[config.mk]
export PLATFORM = sky130hd
export DESIGN_NAME = sspc_top
export DESIGN_NICKNAME = d
export VERILOG_FILES = /design/src/rtl/sspc_pkg.sv /design/src/rtl/sspc_if.sv /design/src/rtl/sspc_top.sv /design/src/rtl/sspc_div.sv
export SDC_FILE = /design/constraint.sdc
export NUM_CORES = 1
export LEC_CHECK = 0
export BUFFER_PORTS_ARGS = -buffer_cell sky130_fd_sc_hd__buf_4
export CAP_MARGIN = 5
export CORE_ASPECT_RATIO = 0.8
export CORE_MARGIN = 2
export CORE_UTILIZATION = 52
export CTS_BUF_LIST = sky130_fd_sc_hd__clkbuf_2 sky130_fd_sc_hd__clkbuf_4 sky130_fd_sc_hd__clkbuf_8
export DETAILED_ROUTE_END_ITERATION = 10
export MAX_ROUTING_LAYER = met4
export PLACE_DENSITY = 0.78
export SYNTH_ARGS = -nofsm -noshare
export SYNTH_HDL_FRONTEND = slang
export SYNTH_SLANG_ARGS = --single-unit
[constraint.sdc]
create_clock -name clk_sys -period 2.4 [get_ports clk_sys]
set_input_delay 0.24 -clock clk_sys [delete_from_list [all_inputs] [get_ports clk_sys]]
set_output_delay 0.24 -clock clk_sys [all_outputs]
set_load 0.02 [all_outputs]
[src/rtl/sspc_pkg.sv]
// Package for the serial port control and status block.
// Assumes a byte-wide register port; offsets are byte addresses.
package sspc_pkg;
   // Register offsets
   localparam logic [7:0] SSPC_CTRL_OFS   = 8'h14;
   localparam logic [7:0] SSPC_STAT_OFS   = 8'h94;
   localparam logic [7:0] SSPC_BUF_OFS    = 8'h13;
   localparam logic [7:0] SSPC_TMRCFG_OFS = 8'h15;
   // Control field positions
   localparam int SSPC_CTRL_WRITE_COLLISION_FLAG = 7;
   localparam int SSPC_CTRL_OV   = 6;
   localparam int SSPC_CTRL_EN   = 5;
   localparam int SSPC_CTRL_CKP  = 4;
   // Status field positions
   localparam int SSPC_STAT_RW   = 2;
   localparam int SSPC_STAT_UA   = 1;
   localparam int SSPC_STAT_BF   = 0;
   // Reset values
   localparam logic [7:0] SSPC_CTRL_RST = 8'h00;
   localparam logic [7:0] SSPC_BYTE_RST = 8'h00;
   // Mode field codes
   localparam logic [3:0] SSPC_M_DIV4   = 4'h0;
   localparam logic [3:0] SSPC_M_DIV16  = 4'h1;
   localparam logic [3:0] SSPC_M_DIV64  = 4'h2;
   localparam logic [3:0] SSPC_M_TMR    = 4'h3;
   localparam logic [3:0] SSPC_M_SLV_SS = 4'h4;
   localparam logic [3:0] SSPC_M_SLV    = 4'h5;
   localparam logic [3:0] SSPC_M_I7     = 4'h6;
   localparam logic [3:0] SSPC_M_I10    = 4'h7;
   localparam logic [3:0] SSPC_M_IFW    = 4'hB;
   localparam logic [3:0] SSPC_M_I7SP   = 4'hE;
   localparam logic [3:0] SSPC_M_I10SP  = 4'hF;
   // Half-bit terminal counts, half bit lasting count plus one system clocks: oscillator divided by 4, 16, 64
   localparam logic [5:0] SSPC_HALF_DIV4  = 6'h01;
   localparam logic [5:0] SSPC_HALF_DIV16 = 6'h07;
   localparam logic [5:0] SSPC_HALF_DIV64 = 6'h1F;
   localparam logic [2:0] SSPC_LAST_BIT   = 3'h7;
   typedef enum logic [1:0] {SSPC_IDLE, SSPC_LEAD, SSPC_TRAIL} sspc_phase_t;
endpackage : sspc_pkg

[src/rtl/sspc_if.sv]
// Interface between the serial port core and its edge tick divider.
// Assumes both ends share clk_sys.
`timescale 1ns/1ps
interface sspc_tick_if;
   logic       run;
   logic [3:0] mode;
   logic       tmr_pulse;
   logic       tick;
   modport core (output run, output mode, output tmr_pulse, input tick);
   modport div  (input run, input mode, input tmr_pulse, output tick);
endinterface : sspc_tick_if

[src/rtl/sspc_top.sv]
// Serial port control/status with a four-wire shift engine.
// Assumes a one-cycle-read register port and pins sampled from outside.
`timescale 1ns/1ps
// Operation
// - Buffer write mid-transfer sets collision flag
// - Four-wire slave byte into full buffer sets overflow
// - Overflowed byte is dropped, buffer kept
// - Overflow only possible in slave operation
// - Two-wire received byte into full buffer sets overflow
// - Enable hands clock and data pins to port
// - Enable hands two-wire pins; clear releases them
// - Polarity one idles high, samples rising
// - Polarity zero idles low, samples falling
// - Two-wire polarity zero stretches clock low
// - Codes 0-2 master at divide 4/16/64
// - Code 3 master clocked by timer/2
// - Code 4 slave with select input
// - Code 5 slave, select pin ignored
// - Codes 6,7 two-wire slave 7/10-bit
// - Code B firmware two-wire master, slave idle
// - Codes E,F two-wire slave with start/stop
// - Direction bit holds last address match direction
// - Status top bits zero; control resets zero
// - Full byte loads buffer, sets full, interrupt
// - Ignored buffer write during transfer flags collision
// - Shift most significant bit first via buffer
module sspc_top (
   input  wire logic       clk_sys,
   input  wire logic       rst_b,
   input  wire logic [7:0] reg_addr,
   input  wire logic [7:0] reg_wdata,
   input  wire logic       reg_wr,
   input  wire logic       reg_rd,
   output logic [7:0]      reg_rdata,
   input  wire logic       tmr_pulse,
   input  wire logic       sck_in,
   output logic            sck_out,
   output logic            sck_oe_b,
   input  wire logic       sdi_in,
   output logic            sdo_out,
   output logic            sdo_oe_b,
   input  wire logic       ss_b_in,
   input  wire logic       tw_byte_done,
   input  wire logic [7:0] tw_byte,
   input  wire logic       tw_addr_match,
   input  wire logic       tw_dir_read,
   input  wire logic       tw_transmit,
   output logic            port_interrupt_flag,
   output logic            serial_pins_owned,
   output logic            tw_pins_owned,
   output logic            tw_clock_hold,
   output logic            tw_slave_active,
   output logic            tw_ten_bit,
   output logic            tw_start_stop_irq
);
   typedef struct packed {
      logic [7:0]            ctrl;
      logic [7:0]            buf_q;
      logic [7:0]            sr;
      logic [2:0]            bitn;
      sspc_pkg::sspc_phase_t ph;
      logic                  bf;
      logic                  rw;
      logic                  irq;
      logic                  pend;
      logic [2:0]            sck_s;
      logic [2:0]            sdi_s;
      logic [2:0]            ss_s;
      logic                  sck_seen;
      logic                  sck_o;
      logic                  sdo_o;
      logic [7:0]            rdata;
   } sspc_st_t;

   sspc_st_t    s_r;
   sspc_st_t    s_nxt;
   sspc_tick_if tk ();

   logic [3:0] mode;
   logic       en;
   logic       clock_polarity;
   logic       four_w;
   logic       master;
   logic       slave;
   logic       two_w;
   logic       sck_lvl;
   logic       sdi_lvl;
   logic       ss_act;
   logic       lead_edge;
   logic       trail_edge;
   logic       busy;
   logic       buf_wr;
   logic       buf_rd;

   // Mode decode
   always_comb begin
      mode   = s_r.ctrl[3:0];
      en     = s_r.ctrl[sspc_pkg::SSPC_CTRL_EN];
      clock_polarity    = s_r.ctrl[sspc_pkg::SSPC_CTRL_CKP];
      master = (mode <= sspc_pkg::SSPC_M_TMR);
      slave  = (mode == sspc_pkg::SSPC_M_SLV_SS) || (mode == sspc_pkg::SSPC_M_SLV);
      four_w = master || slave;
      two_w  = (mode == sspc_pkg::SSPC_M_I7) || (mode == sspc_pkg::SSPC_M_I10)
               || (mode == sspc_pkg::SSPC_M_IFW) || (mode == sspc_pkg::SSPC_M_I7SP)
               || (mode == sspc_pkg::SSPC_M_I10SP);
   end

   // Clock level counts once second and third stage agree; data takes the third stage alone
   always_comb begin
      sck_lvl = (s_r.sck_s[2] == s_r.sck_s[1]) ? s_r.sck_s[1] : s_r.sck_seen;
      sdi_lvl = s_r.sdi_s[2];
      // Select honoured in every code but 5; code 5 leaves the pin free
      ss_act  = (mode == sspc_pkg::SSPC_M_SLV) ? 1'b1 :
                !(s_r.ss_s[2] && s_r.ss_s[1]);
   end

   assign tk.run       = en && master && (s_r.ph != sspc_pkg::SSPC_IDLE);
   assign tk.mode      = mode;
   assign tk.tmr_pulse = tmr_pulse;

   sspc_div u_div (
      .clk_sys (clk_sys),
      .rst_b   (rst_b),
      .tk      (tk.div)
   );

   always_comb begin
      busy       = (s_r.ph != sspc_pkg::SSPC_IDLE) || (slave && s_r.bitn != 3'h0);
      buf_wr     = reg_wr && (reg_addr == sspc_pkg::SSPC_BUF_OFS);
      buf_rd     = reg_rd && (reg_addr == sspc_pkg::SSPC_BUF_OFS);
      // Leading edge shifts out, trailing edge samples; polarity picks direction
      if (slave) begin
         lead_edge  = ss_act && (sck_lvl != s_r.sck_seen) && (sck_lvl == !clock_polarity);
         trail_edge = ss_act && (sck_lvl != s_r.sck_seen) && (sck_lvl == clock_polarity);
      end else begin
         lead_edge  = tk.tick && (s_r.ph == sspc_pkg::SSPC_LEAD);
         trail_edge = tk.tick && (s_r.ph == sspc_pkg::SSPC_TRAIL);
      end
   end

   // Next-state logic
   always_comb begin
      s_nxt          = s_r;
      s_nxt.irq      = 1'b0;
      s_nxt.sck_s    = {s_r.sck_s[1:0], sck_in};
      s_nxt.sdi_s    = {s_r.sdi_s[1:0], sdi_in};
      s_nxt.ss_s     = {s_r.ss_s[1:0], ss_b_in};
      s_nxt.sck_seen = sck_lvl;
      s_nxt.rdata    = 8'h00;

      // Register reads; unmapped offsets read zero
      if (reg_rd) begin
         if (reg_addr == sspc_pkg::SSPC_CTRL_OFS) begin
            s_nxt.rdata = s_r.ctrl;
         end else if (reg_addr == sspc_pkg::SSPC_STAT_OFS) begin
            s_nxt.rdata = {2'b00, 3'b000, s_r.rw, 1'b0, s_r.bf};
         end else if (reg_addr == sspc_pkg::SSPC_BUF_OFS) begin
            s_nxt.rdata = s_r.buf_q;
         end
      end
      if (buf_rd) begin
         s_nxt.bf = 1'b0;
      end

      // Control write; flags only cleared by software writing zero
      if (reg_wr && reg_addr == sspc_pkg::SSPC_CTRL_OFS) begin
         s_nxt.ctrl = reg_wdata;
      end

      // Disable idles the engine and parks the clock at its idle level
      if (!en || !four_w) begin
         s_nxt.ph    = sspc_pkg::SSPC_IDLE;
         s_nxt.bitn  = 3'h0;
         s_nxt.sck_o = clock_polarity;
      end else begin
         if (s_r.ph == sspc_pkg::SSPC_IDLE) begin
            s_nxt.sck_o = clock_polarity;
         end
         // Buffer write: accepted when idle, else collision
         if (buf_wr) begin
            if (busy) begin
               s_nxt.ctrl[sspc_pkg::SSPC_CTRL_WRITE_COLLISION_FLAG] = 1'b1;
            end else begin
               s_nxt.sr    = reg_wdata;
               s_nxt.sdo_o = reg_wdata[7];
               s_nxt.bitn  = 3'h0;
               s_nxt.pend  = 1'b0;
               if (master) begin
                  s_nxt.ph = sspc_pkg::SSPC_LEAD;
               end
            end
         end
         if (lead_edge) begin
            if (master) begin
               s_nxt.sck_o = !clock_polarity;
               s_nxt.ph    = sspc_pkg::SSPC_TRAIL;
            end
            if (s_r.pend) begin
               s_nxt.sdo_o = s_r.sr[7];
               s_nxt.pend  = 1'b0;
            end
         end
         if (trail_edge) begin
            s_nxt.sr   = {s_r.sr[6:0], sdi_lvl};
            s_nxt.pend = 1'b1;
            s_nxt.bitn = s_r.bitn + 3'h1;
            if (master) begin
               s_nxt.sck_o = clock_polarity;
               s_nxt.ph    = (s_r.bitn == sspc_pkg::SSPC_LAST_BIT) ? sspc_pkg::SSPC_IDLE : sspc_pkg::SSPC_LEAD;
            end
            if (s_r.bitn == sspc_pkg::SSPC_LAST_BIT) begin
               s_nxt.irq  = 1'b1;
               s_nxt.bitn = 3'h0;
               if (s_r.bf && !buf_rd && slave) begin
                  // Byte in shifter is lost; buffer untouched
                  s_nxt.ctrl[sspc_pkg::SSPC_CTRL_OV] = 1'b1;
               end else begin
                  s_nxt.buf_q = {s_r.sr[6:0], sdi_lvl};
                  s_nxt.bf    = 1'b1;
               end
            end
         end
      end

      // Two-wire engine hands in bytes; this block keeps buffer and flags
      if (en && two_w && mode != sspc_pkg::SSPC_M_IFW) begin
         if (tw_addr_match) begin
            s_nxt.rw = tw_dir_read;
         end
         if (tw_byte_done) begin
            s_nxt.irq = 1'b1;
            if (s_r.bf && !buf_rd && !tw_transmit) begin
               s_nxt.ctrl[sspc_pkg::SSPC_CTRL_OV] = 1'b1;
            end else begin
               s_nxt.buf_q = tw_byte;
               s_nxt.bf    = 1'b1;
            end
         end
      end
   end

   always_ff @(posedge clk_sys) begin
      if (!rst_b) begin
         s_r          <= '0;
         s_r.ctrl     <= sspc_pkg::SSPC_CTRL_RST;
         s_r.buf_q    <= sspc_pkg::SSPC_BYTE_RST;
         s_r.sck_s    <= 3'b000;
         s_r.ss_s     <= 3'b111;
      end else begin
         s_r <= s_nxt;
      end
   end

   // Registered pin and status outputs
   always_ff @(posedge clk_sys) begin
      if (!rst_b) begin
         reg_rdata           <= 8'h00;
         sck_out             <= 1'b0;
         sck_oe_b            <= 1'b1;
         sdo_out             <= 1'b0;
         sdo_oe_b            <= 1'b1;
         port_interrupt_flag <= 1'b0;
         serial_pins_owned   <= 1'b0;
         tw_pins_owned       <= 1'b0;
         tw_clock_hold       <= 1'b0;
         tw_slave_active     <= 1'b0;
         tw_ten_bit          <= 1'b0;
         tw_start_stop_irq   <= 1'b0;
      end else begin
         reg_rdata           <= s_nxt.rdata;
         sck_out             <= s_nxt.sck_o;
         sck_oe_b            <= !(s_nxt.ctrl[5] && (s_nxt.ctrl[3:0] <= sspc_pkg::SSPC_M_TMR));
         sdo_out             <= s_nxt.sdo_o;
         sdo_oe_b            <= !(en && four_w && ss_act);
         port_interrupt_flag <= s_nxt.irq;
         serial_pins_owned   <= en && four_w;
         tw_pins_owned       <= en && two_w;
         tw_clock_hold       <= en && two_w && !clock_polarity;
         tw_slave_active     <= en && two_w && mode != sspc_pkg::SSPC_M_IFW;
         tw_ten_bit          <= (mode == sspc_pkg::SSPC_M_I10) || (mode == sspc_pkg::SSPC_M_I10SP);
         tw_start_stop_irq   <= en && (mode == sspc_pkg::SSPC_M_I7SP || mode == sspc_pkg::SSPC_M_I10SP);
      end
   end
endmodule // sspc_top

[src/rtl/sspc_div.sv]
// Half-bit tick generator for four-wire master modes.
// Assumes the timer pulse is a one-cycle enable on clk_sys.
`timescale 1ns/1ps
module sspc_div (
   input  wire logic    clk_sys,
   input  wire logic    rst_b,
   sspc_tick_if.div     tk
);
   typedef struct packed {
      logic [5:0] cnt;
      logic       tick;
   } sspc_div_st_t;
   sspc_div_st_t s_r;
   sspc_div_st_t s_nxt;
   logic [5:0]   lim;

   // Divide choice and count; timer mode halves each timer pulse pair
   always_comb begin
      s_nxt      = s_r;
      s_nxt.tick = 1'b0;
      case (tk.mode)
         sspc_pkg::SSPC_M_DIV16: lim = sspc_pkg::SSPC_HALF_DIV16;
         sspc_pkg::SSPC_M_DIV64: lim = sspc_pkg::SSPC_HALF_DIV64;
         default:                lim = sspc_pkg::SSPC_HALF_DIV4;
      endcase
      if (!tk.run) begin
         s_nxt.cnt = 6'h00;
      end else if (tk.mode == sspc_pkg::SSPC_M_TMR) begin
         // Timer output divided by two gives the bit clock; one tick per pulse
         s_nxt.tick = tk.tmr_pulse;
      end else if (s_r.cnt >= lim) begin
         s_nxt.cnt  = 6'h00;
         s_nxt.tick = 1'b1;
      end else begin
         s_nxt.cnt = s_r.cnt + 6'h01;
      end
   end

   always_ff @(posedge clk_sys) begin
      if (!rst_b) begin
         s_r <= '0;
      end else begin
         s_r <= s_nxt;
      end
   end

   assign tk.tick = s_r.tick;
endmodule // sspc_div

==> results of run 1 <==
## cells by family after synthesis
kind of cell    Yosys count  share of synthesized area (%)
mux                       6                           1.93
buf+inv                  28                           4.06
compound gates           85                           21.1
flops                    68                           43.7
fa+ha+maj                 8                           3.21
simple gates            138                           24.3
xor+xnor                  6                           1.69
## path summary, 6_finish.rpt
check                                            endpoint  slack [ns]  cells after the start
worst max register to register  u_div.s_r[2]$_SDFFE_PN0N_        0.19                      8
worst min-delay path                 s_nxt[12]$_SDFF_PN1_        0.08                      2
worst min register to register       s_nxt[13]$_SDFF_PN1_        0.40                      1
worst max-delay path            u_div.s_r[2]$_SDFFE_PN0N_        0.19                      8
## cell usage in the layout, fill, tap and decap left out, types with 4 or more instances in the layout
cell | Yosys | final
sky130_fd_sc_hd__a211oi_1 | 7 | 7
sky130_fd_sc_hd__a21oi_1 | 20 | 20
sky130_fd_sc_hd__a22oi_1 | 13 | 13
sky130_fd_sc_hd__and2_1 | 9 | 9
sky130_fd_sc_hd__and3_1 | 4 | 4
sky130_fd_sc_hd__buf_4 | 1 | 64
sky130_fd_sc_hd__clkbuf_8 | 0 | 11
sky130_fd_sc_hd__dfxtp_1 | 68 | 68
sky130_fd_sc_hd__ha_1 | 8 | 8
sky130_fd_sc_hd__inv_1 | 8 | 8
sky130_fd_sc_hd__mux2i_1 | 6 | 6
sky130_fd_sc_hd__nand2_1 | 39 | 39
sky130_fd_sc_hd__nand2b_1 | 5 | 5
sky130_fd_sc_hd__nand3_1 | 9 | 9
sky130_fd_sc_hd__nand4_1 | 14 | 14
sky130_fd_sc_hd__nor2_1 | 30 | 29
sky130_fd_sc_hd__nor3_1 | 5 | 5
sky130_fd_sc_hd__o211ai_2 | 8 | 8
sky130_fd_sc_hd__o2bb2ai_1 | 9 | 9
sky130_fd_sc_hd__xor2_1 | 5 | 5
## cell type report
type	count	area (um2)
Inverter	9	33.8
Fill cell	508	2040
Timing Repair Buffer	64	480
Sequential cell	68	1360
Clock buffer	12	159
Multi-Input combinational cell	243	1630
Clock inverter	4	47.5
Tap cell	81	101
## what timing repair did
item	in CTS	in global routing
endpoints found under the hold margin	0	0
setup endpoints to repair	0	4
gates resized for setup	0	1
## registers in the layout, summed over array words and instances (netlist names), named ones only
name	count
u_div.tk.tick	1
port_interrupt_flag	1
tw_pins_owned	1
serial_pins_owned	1
tw_start_stop_irq	1
clock_polarity	1
sck_out	1
sck_oe_b	1
sdo_out	1
s_r	30
en	1
reg_rdata	8
tw_clock_hold	1
u_div.s_r	6
tw_slave_active	1
sdo_oe_b	1
tw_ten_bit	1
s_nxt	6
mode	2
## power groups by stage
stage,Clock [mW],Combinational (mW),Sequential (mW)
after floorplan,0,0.0321,1.17
after global placement,0,0.0978,1.17
after detailed placement,0,0.0989,1.17
after CTS,0.975,0.0992,1.14
after global routing,1.02,0.108,1.14
final,0.954,0.0998,1.14
## stage by stage
stage	cells	cell area (um2)	power, mW	setup slack [ns]
finish	481	3810	2.19	0.188
global route	481	3810	2.27	0.0146
global placement	465	3600	1.26	0.283
detailed placement	465	3600	1.26	0.190
floorplan	339	3120	1.20	0.101
CTS	481	3810	2.21	0.157
## layer usage
metal | vias to the layer above | GRT usage [%] | part of all wire (%)
li1 | 1352 | - | -
met2 | 105 | 38.0 | 44
met3 | 14 | 6.51 | 6.8
met4 | 0 | 10.4 | 1.7
met5 | - | - | 0
met1 | 1286 | 32.0 | 47
==> impl_results.rst, run 1 <==
.. list-table::
   :header-rows: 1

   * - Metric
     - Value
   * - Number of synthesized flops with an enable pin
     - 0
   * - Fin. max-slew vios
     - 0
   * - Count of buffering cells on the critical path with inverters included
     - 0
   * - Slowest stage delay, CP
     - 0.38 ns
   * - Share of power burned in the clock network
     - a little over two fifths
   * - Tightest Pin Transition
     - 0.509 ns
   * - Share of total power in combinational logic
     - 4.5%
   * - Relative max-transition margin
     - 65.8%
   * - Ratio of routed vias to standard cells
     - 5.73
   * - Clock transition at the register clock pins on the worst setup and hold paths after CTS
     - 0.07 ns
   * - Type of element launching the critical path
     - register
   * - Most frequently used flop master after synthesis
     - sky130_fd_sc_hd__dfxtp_1
   * - Mean instance size in the synthesized netlist
     - 9.19 um2
   * - Total routing usage reported by global routing
     - about a quarter
   * - Max-capacitance violation count
     - 0
   * - Number of antenna violations at the first check in global routing
     - 0
   * - RSZ-0062 raised after global routing
     - no
   * - Die Width
     - around 90 um
   * - Placer Congestion
     - roughly 0.9
   * - Part of the total power dissipated in sequential elements
     - 52.0%
   * - Initial Utilization
     - a little over half
   * - Post-synthesis async set-or-reset flop share
     - 0%
   * - Int Power
     - ~1.7 mW
   * - Detailed-routing iteration count for the pre-antenna-repair pass
     - 5
   * - Share of the clock period used by the worst path
     - 92.2%
   * - Netlist Area Pre-Place
     - around 3100 um2
   * - Result of the run
     - completed
   * - Boundary Pins
     - between 50 and 60
   * - HP Start
     - ss_b_in
   * - Number of global-route vias before repair
     - 2632
   * - Worst Skew
     - around 0.0072 ns
   * - Number of standard-cell rows in the floorplan
     - 25
   * - Crit Path Category
     - reg -> reg
   * - Origin of the critical flop-to-flop path
     - mode[2]$_SDFF_PN0_
   * - First-pass GRT wire length
     - 12600 um
   * - Min-delay worst type
     - in -> reg
   * - Num CTS Buffers
     - 9
   * - Sequence of cells on the critical path
     - nor2_2 -> nand2_1 -> ha_1 -> a21o_1 -> a21o_1 -> a21o_1 -> a211o_1 -> a221oi_1
   * - Most numerous cell types in the synthesized netlist
     - sky130_fd_sc_hd__dfxtp_1, sky130_fd_sc_hd__nand2_1, sky130_fd_sc_hd__nor2_1, sky130_fd_sc_hd__a21oi_1, sky130_fd_sc_hd__nand4_1
   * - Via Count
     - 2757
   * - Detailed Route Iter0 Violations
     - between 200 and 250
   * - Biggest area contributors in the synthesized netlist
     - sky130_fd_sc_hd__dfxtp_1, sky130_fd_sc_hd__nand2_1, sky130_fd_sc_hd__nor2_1, sky130_fd_sc_hd__a21oi_1, sky130_fd_sc_hd__ha_1
   * - Data required time of the worst path
     - about 2.7 ns
   * - Clock latency at the later pin of the worst-skew pair
     - 0.35 ns
   * - Total setup violations reported at the end of the flow
     - 0
   * - Number of instances in the synthesized netlist
     - 339
   * - Fraction of final layout cells sized beyond drive strength 1
     - 25.0%
   * - TritonCTS clock tree
     - built
   * - Timing startpoint of the critical path
     - mode[2]$_SDFF_PN0_
   * - Post-CTS Repair Setup Buffers
     - 0
   * - Register bit total from synthesis
     - 68
   * - Routed wire length per instance
     - about 16 um
   * - Net switching power
     - 0.462 mW
   * - Die Y-Extent
     - approximately 73 um
   * - Kind of cell with the highest combined delay on the critical path
     - compound AO/OA/AOI/OAI gates
   * - Number of endpoints with negative hold slack in the final report
     - 0
   * - Count leader, synth
     - sky130_fd_sc_hd__dfxtp_1
   * - VDD IR-drop max
     - 0.000449 V
   * - Cts-stage hold buffer count
     - 0
   * - Type of destination of the critical path
     - register
   * - Remaining number of nets flagged by the antenna check after routing
     - 0
   * - Synthesis-to-layout area growth
     - 22.4%
   * - CP arrival
     - 2.47 ns
   * - Pin count of the biggest net entering global routing
     - 20
   * - Number of levels the H-tree was split into
     - 3
   * - Sum of negative setup slack
     - 0 ns
   * - Root buf cell
     - sky130_fd_sc_hd__clkbuf_8
   * - Critical path fanouts, max
     - 8
   * - Cell Pwr Density
     - ~580 nW/um2
   * - Maximum operating frequency
     - 452 MHz
   * - Total gr overflow
     - 0
   * - Antenna fix cells
     - 0
   * - Worst hold slack
     - 0.0751 ns
   * - Fraction of the core area covered by cells at the end of the flow
     - 65.2%
   * - Static leakage
     - 1.61 nW
   * - Most common cell on crit path
     - sky130_fd_sc_hd__a21o_1
   * - Sink Count
     - 68
   * - Worst-case clock buffer depth
     - 2
   * - Proportion of total power due to net switching
     - 21.0%
   * - Cell accounting for the most synthesized area
     - sky130_fd_sc_hd__dfxtp_1
   * - IO buf count
     - 54
   * - Number of distinct library cells after synthesis
     - 58
   * - Sequential-to-total area share from yosys stat
     - 43.7%
   * - Die Outline Area
     - 6630 um2
   * - Crit path max-delay cell type
     - sky130_fd_sc_hd__dfxtp_1
   * - Post-route minimum period
     - 2.21 ns
   * - Total length of routed wires
     - 7500 um
   * - Net count after synthesis
     - 383
   * - Placeable core area
     - 5850 um2
   * - Sum of net half-perimeters after detailed placement
     - 5500 um
   * - Total Nets Final
     - about 440
   * - Area share of the largest cell type after synthesis
     - a little over two fifths
   * - Number of synthesis warnings
     - 0
   * - # DRC
     - 0
Note: power is estimated with default switching activity, not from simulation.
==> run 2, diff against run 1 <==
Settings changed: SYNTH_HIERARCHICAL set to 1.
==> run 2 against run 1 <==
Effect of this change:
- core utilization is 0.14 points higher
- via count up 4.5%
- non-clock buffer count down 1
- first-iteration DRC count increased by 3.3%
- final cell count grew 4.0%
- synthesized area up 4.6%
- clock power fell by 3.4%
- critical path depth fell by 1
- total power fell by 1.9%
- hold slack improved by 0.013 ns
- largest power group unchanged
==> impl_results.rst, run 2 <==
.. list-table::
   :header-rows: 1

   * - Metric
     - Value
   * - Sum of net half-perimeters after detailed placement
     - 5820 um
   * - Least setup slack across all paths after layout
     - 0.196 ns
   * - Total gr overflow
     - 0
   * - Number of global-route vias before repair
     - roughly 2.6k
   * - Number of synthesis warnings
     - 6
   * - Post-route minimum period
     - 2.20 ns
   * - Antenna fix cells
     - 0
   * - CP arrival
     - around 2.5 ns
   * - Max reg flops
     - 29
   * - Ratio of routed vias to standard cells
     - between 5 and 6
   * - Detailed Route Iter0 Violations
     - approximately 220
   * - Crit path max-delay cell type
     - sky130_fd_sc_hd__dfxtp_1
   * - Number of antenna violations at the first check in global routing
     - 0
   * - Biggest area contributors in the synthesized netlist
     - sky130_fd_sc_hd__dfxtp_1, sky130_fd_sc_hd__nand2_1, sky130_fd_sc_hd__nor2_1, sky130_fd_sc_hd__o211ai_2, sky130_fd_sc_hd__a22oi_1
   * - Pin count of the biggest net entering global routing
     - 28
   * - Placed Cells
     - 484
   * - Post-CTS Repair Setup Buffers
     - 0
   * - Routed wire length per instance
     - 15.7 um
   * - Area used by multi-input combinational logic
     - 1730 um2
   * - Cell accounting for the most synthesized area
     - sky130_fd_sc_hd__dfxtp_1
   * - VDD IR-drop max
     - 0.000268 V
   * - Critical path fanouts, max
     - 10
   * - First-pass GRT wire length
     - 12700 um
   * - Post-detailed-placement cell area
     - 3710 um2
   * - Most frequently used flop master after synthesis
     - sky130_fd_sc_hd__dfxtp_1
   * - Placer Congestion
     - 0.910
   * - Slowest stage delay, CP
     - 0.37 ns
   * - Result of the run
     - completed
   * - Sequential-to-total area share from yosys stat
     - 41.8%
   * - Total Nets Final
     - 456
   * - Fin. max-slew vios
     - 0
   * - Cell Pwr Density
     - 551 nW/um2
   * - Register bit total from synthesis
     - 68
   * - Clock latency at the later pin of the worst-skew pair
     - 0.35 ns
   * - Commonest non-fill, non-tap cell in the layout
     - sky130_fd_sc_hd__dfxtp_1
   * - Root buf cell
     - sky130_fd_sc_hd__clkbuf_8
   * - Tightest Pin Transition
     - 1.07 ns
   * - Maximum operating frequency
     - between 400 and 500 MHz
   * - Worst hold path cell count
     - 3
   * - TritonCTS clock tree
     - built
   * - Endpoint of the lowest-slack register-to-register path
     - u_div/s_r[3]$_SDFFE_PN0N_
   * - Path depth of the worst reg2reg path
     - 7
   * - Dpl ws
     - 0.252 ns
   * - Number of synthesized flops with an enable pin
     - 0
   * - Share of the clock period used by the worst path
     - 91.8%
   * - # DRC
     - 0
   * - Worst-case clock buffer depth
     - 2
   * - Die Width
     - 92.5 um
   * - Total routing usage reported by global routing
     - about a quarter
   * - Origin of the critical flop-to-flop path
     - mode[3]$_SDFF_PN0_
   * - Die Y-Extent
     - 74.8 um
   * - Number of distinct library cells after synthesis
     - 65
   * - Total length of routed wires
     - between 7000 and 8000 um
   * - Placeable core area
     - 5970 um2
   * - Die Outline Area
     - 6920 um2
   * - Via Count
     - 2881
   * - Number of instances in the synthesized netlist
     - 361
   * - Static leakage
     - 1.63 nW
   * - Worst hold path endpoint
     - s_r[43]$_SDFF_PN0_
   * - Top reg by flops
     - s_r
   * - Crit Path Category
     - reg -> reg
   * - Sum of negative setup slack
     - 0 ns
   * - Number of levels the H-tree was split into
     - 3
   * - Reg2reg setup slack
     - 0.20 ns
   * - Num CTS Buffers
     - 9
   * - RSZ-0062 raised after global routing
     - no
   * - Mean instance size in the synthesized netlist
     - 9.03 um2
   * - Regs by FF count
     - s_r (29), reg_rdata (8)
   * - Fraction of the core area covered by cells at the end of the flow
     - 65.3%
   * - Post-synthesis async set-or-reset flop share
     - 0%
   * - Relative max-transition margin
     - 28.4%
   * - Most numerous cell types in the synthesized netlist
     - sky130_fd_sc_hd__dfxtp_1, sky130_fd_sc_hd__nand2_1, sky130_fd_sc_hd__nor2_1, sky130_fd_sc_hd__a21oi_1, sky130_fd_sc_hd__nand3_1
   * - Type of element launching the critical path
     - register
   * - Initial Utilization
     - 54.5%
   * - Flip-flop and latch area
     - between 1000 and 1500 um2
   * - IO buf count
     - 54
   * - Worst Skew
     - 0.00885 ns
   * - Number of standard-cell rows in the floorplan
     - 25
   * - Remaining number of nets flagged by the antenna check after routing
     - 0
   * - Max-capacitance violation count
     - 0
   * - Layout filler cell count
     - 514
   * - Count leader, synth
     - sky130_fd_sc_hd__dfxtp_1
   * - Number of endpoints with negative hold slack in the final report
     - 0
   * - Clock transition at the register clock pins on the worst setup and hold paths after CTS
     - roughly 0.07 ns
   * - Type of destination of the critical path
     - register
   * - Detailed-routing iteration count for the pre-antenna-repair pass
     - 5
   * - Synthesis-to-layout area growth
     - 19.8%
   * - Total setup violations reported at the end of the flow
     - 0
   * - Design area
     - 3900 um2
   * - Cts-stage hold buffer count
     - 0
   * - Count of placed standard cells in the final layout, fillers left out
     - 500
   * - HP Start
     - tw_byte[6]
   * - Boundary Pins
     - 55
   * - Kind of cell with the highest combined delay on the critical path
     - compound AO/OA/AOI/OAI gates
   * - Post-cts resize count
     - 0
   * - Sequence of cells on the critical path
     - nor2_1 -> nand3b_1 -> ha_1 -> a211o_1 -> a31oi_4 -> nand4b_1 -> a31oi_1
   * - Min-delay worst type
     - in -> reg
   * - Count of buffering cells on the critical path with inverters included
     - 0
   * - Area share of the largest cell type after synthesis
     - 41.8%
   * - Data required time of the worst path
     - around 2.7 ns
   * - Net count after synthesis
     - 403
   * - Fraction of final layout cells sized beyond drive strength 1
     - 25.1%
   * - Sink Count
     - 68
   * - Leading cell types in the layout, fill and taps excluded
     - sky130_fd_sc_hd__dfxtp_1, sky130_fd_sc_hd__buf_4, sky130_fd_sc_hd__nand2_1
   * - Netlist Area Pre-Place
     - 3260 um2
-- run 2: changes by cell type after synthesis, moves of 3 or more --
cell / delta
sky130_fd_sc_hd__inv_1: +5
sky130_fd_sc_hd__nand4_1: -3
sky130_fd_sc_hd__nand3_1: +6
sky130_fd_sc_hd__nand2_1: +9
sky130_fd_sc_hd__mux2i_1: +3
sky130_fd_sc_hd__buf_4: +3
sky130_fd_sc_hd__o22ai_1: +8
sky130_fd_sc_hd__a21o_1: -3
sky130_fd_sc_hd__nor3_1: +8
sky130_fd_sc_hd__xor2_1: -5
sky130_fd_sc_hd__o2bb2ai_1: -9
sky130_fd_sc_hd__nand3b_1: +4
sky130_fd_sc_hd__a211oi_1: -3
-- run 2: metal layers --
metal / wire length [um] / track usage, %
met2: 3420 / 34.3
met5: 0 / -
met1: 3530 / 34.0
met4: 94 / 8.46
met3: 806 / 9.01
-- run 2: layout make-up --
type	instances	share of cell area, %
inverters	13	1.25
flip-flops and latches	68	34.9
multi-input cells	259	44.3
well taps	81	2.60
repair buffers	63	12.1
clock inverters	5	1.35
clock buffers	11	3.56
-- run 2: stage by stage --
| step | total power [mW] | hold WS [ns] |
|---|---|---|
| after floorplan | 1.19 | 0.341 |
| after global placement | 1.25 | 0.395 |
| after detailed placement | 1.26 | 0.393 |
| after CTS | 2.17 | 0.0748 |
| after global routing | 2.23 | 0.0795 |
| final | 2.15 | 0.0877 |
-- run 2: cell families (layout without fill, tap and decap cells) --
logic type               count (synthesis)  after routing  synth area share (%)
adder cells (fa/ha/maj)                  7              7                  2.61
flip-flops                              68             68                  41.8
AND/OR/NAND/NOR                        163            163                  27.2
AO/OA/AOI/OAI                           78             78                  19.8
multiplexers                            10             10                  3.11
buffers and inverters                   34             92                  5.18
XOR/XNOR                                 1              1                 0.269
-- run 2: how the worst max path moves through the flow --
stage | to | cells after the start | start
2_1_floorplan | s_r[37]$_SDFF_PN0_ | 8 | register
3_3_place_gp | s_r[41]$_SDFF_PN0_ | 6 | reg_addr[3]
3_5_place_dp | s_r[42]$_SDFF_PN0_ | 6 | reg_addr[3]
4_1_cts | u_div/s_r[3]$_SDFFE_PN0N_ | 7 | mode[3]$_SDFF_PN0_
5_1_grt | u_div/s_r[3]$_SDFFE_PN0N_ | 7 | mode[3]$_SDFF_PN0_
6_report | u_div/s_r[3]$_SDFFE_PN0N_ | 7 | mode[3]$_SDFF_PN0_
-- run 2: power breakdown --
group | internal, mW | switching (mW)
sequential | 1.13 | 0.00323
combinational | 0.0476 | 0.0453
clock | 0.497 | 0.424
total | 1.68 | 0.473
-- run 2: worst reg2reg max path: stages (launching register included) --
cell and delay [ns]:
sky130_fd_sc_hd__dfxtp_1 0.37, sky130_fd_sc_hd__nor2_1 0.30, sky130_fd_sc_hd__nand3b_1 0.18, sky130_fd_sc_hd__ha_1 0.32, sky130_fd_sc_hd__a211o_1 0.33, sky130_fd_sc_hd__a31oi_4 0.30, sky130_fd_sc_hd__nand4b_1 0.14, sky130_fd_sc_hd__a31oi_1 0.18
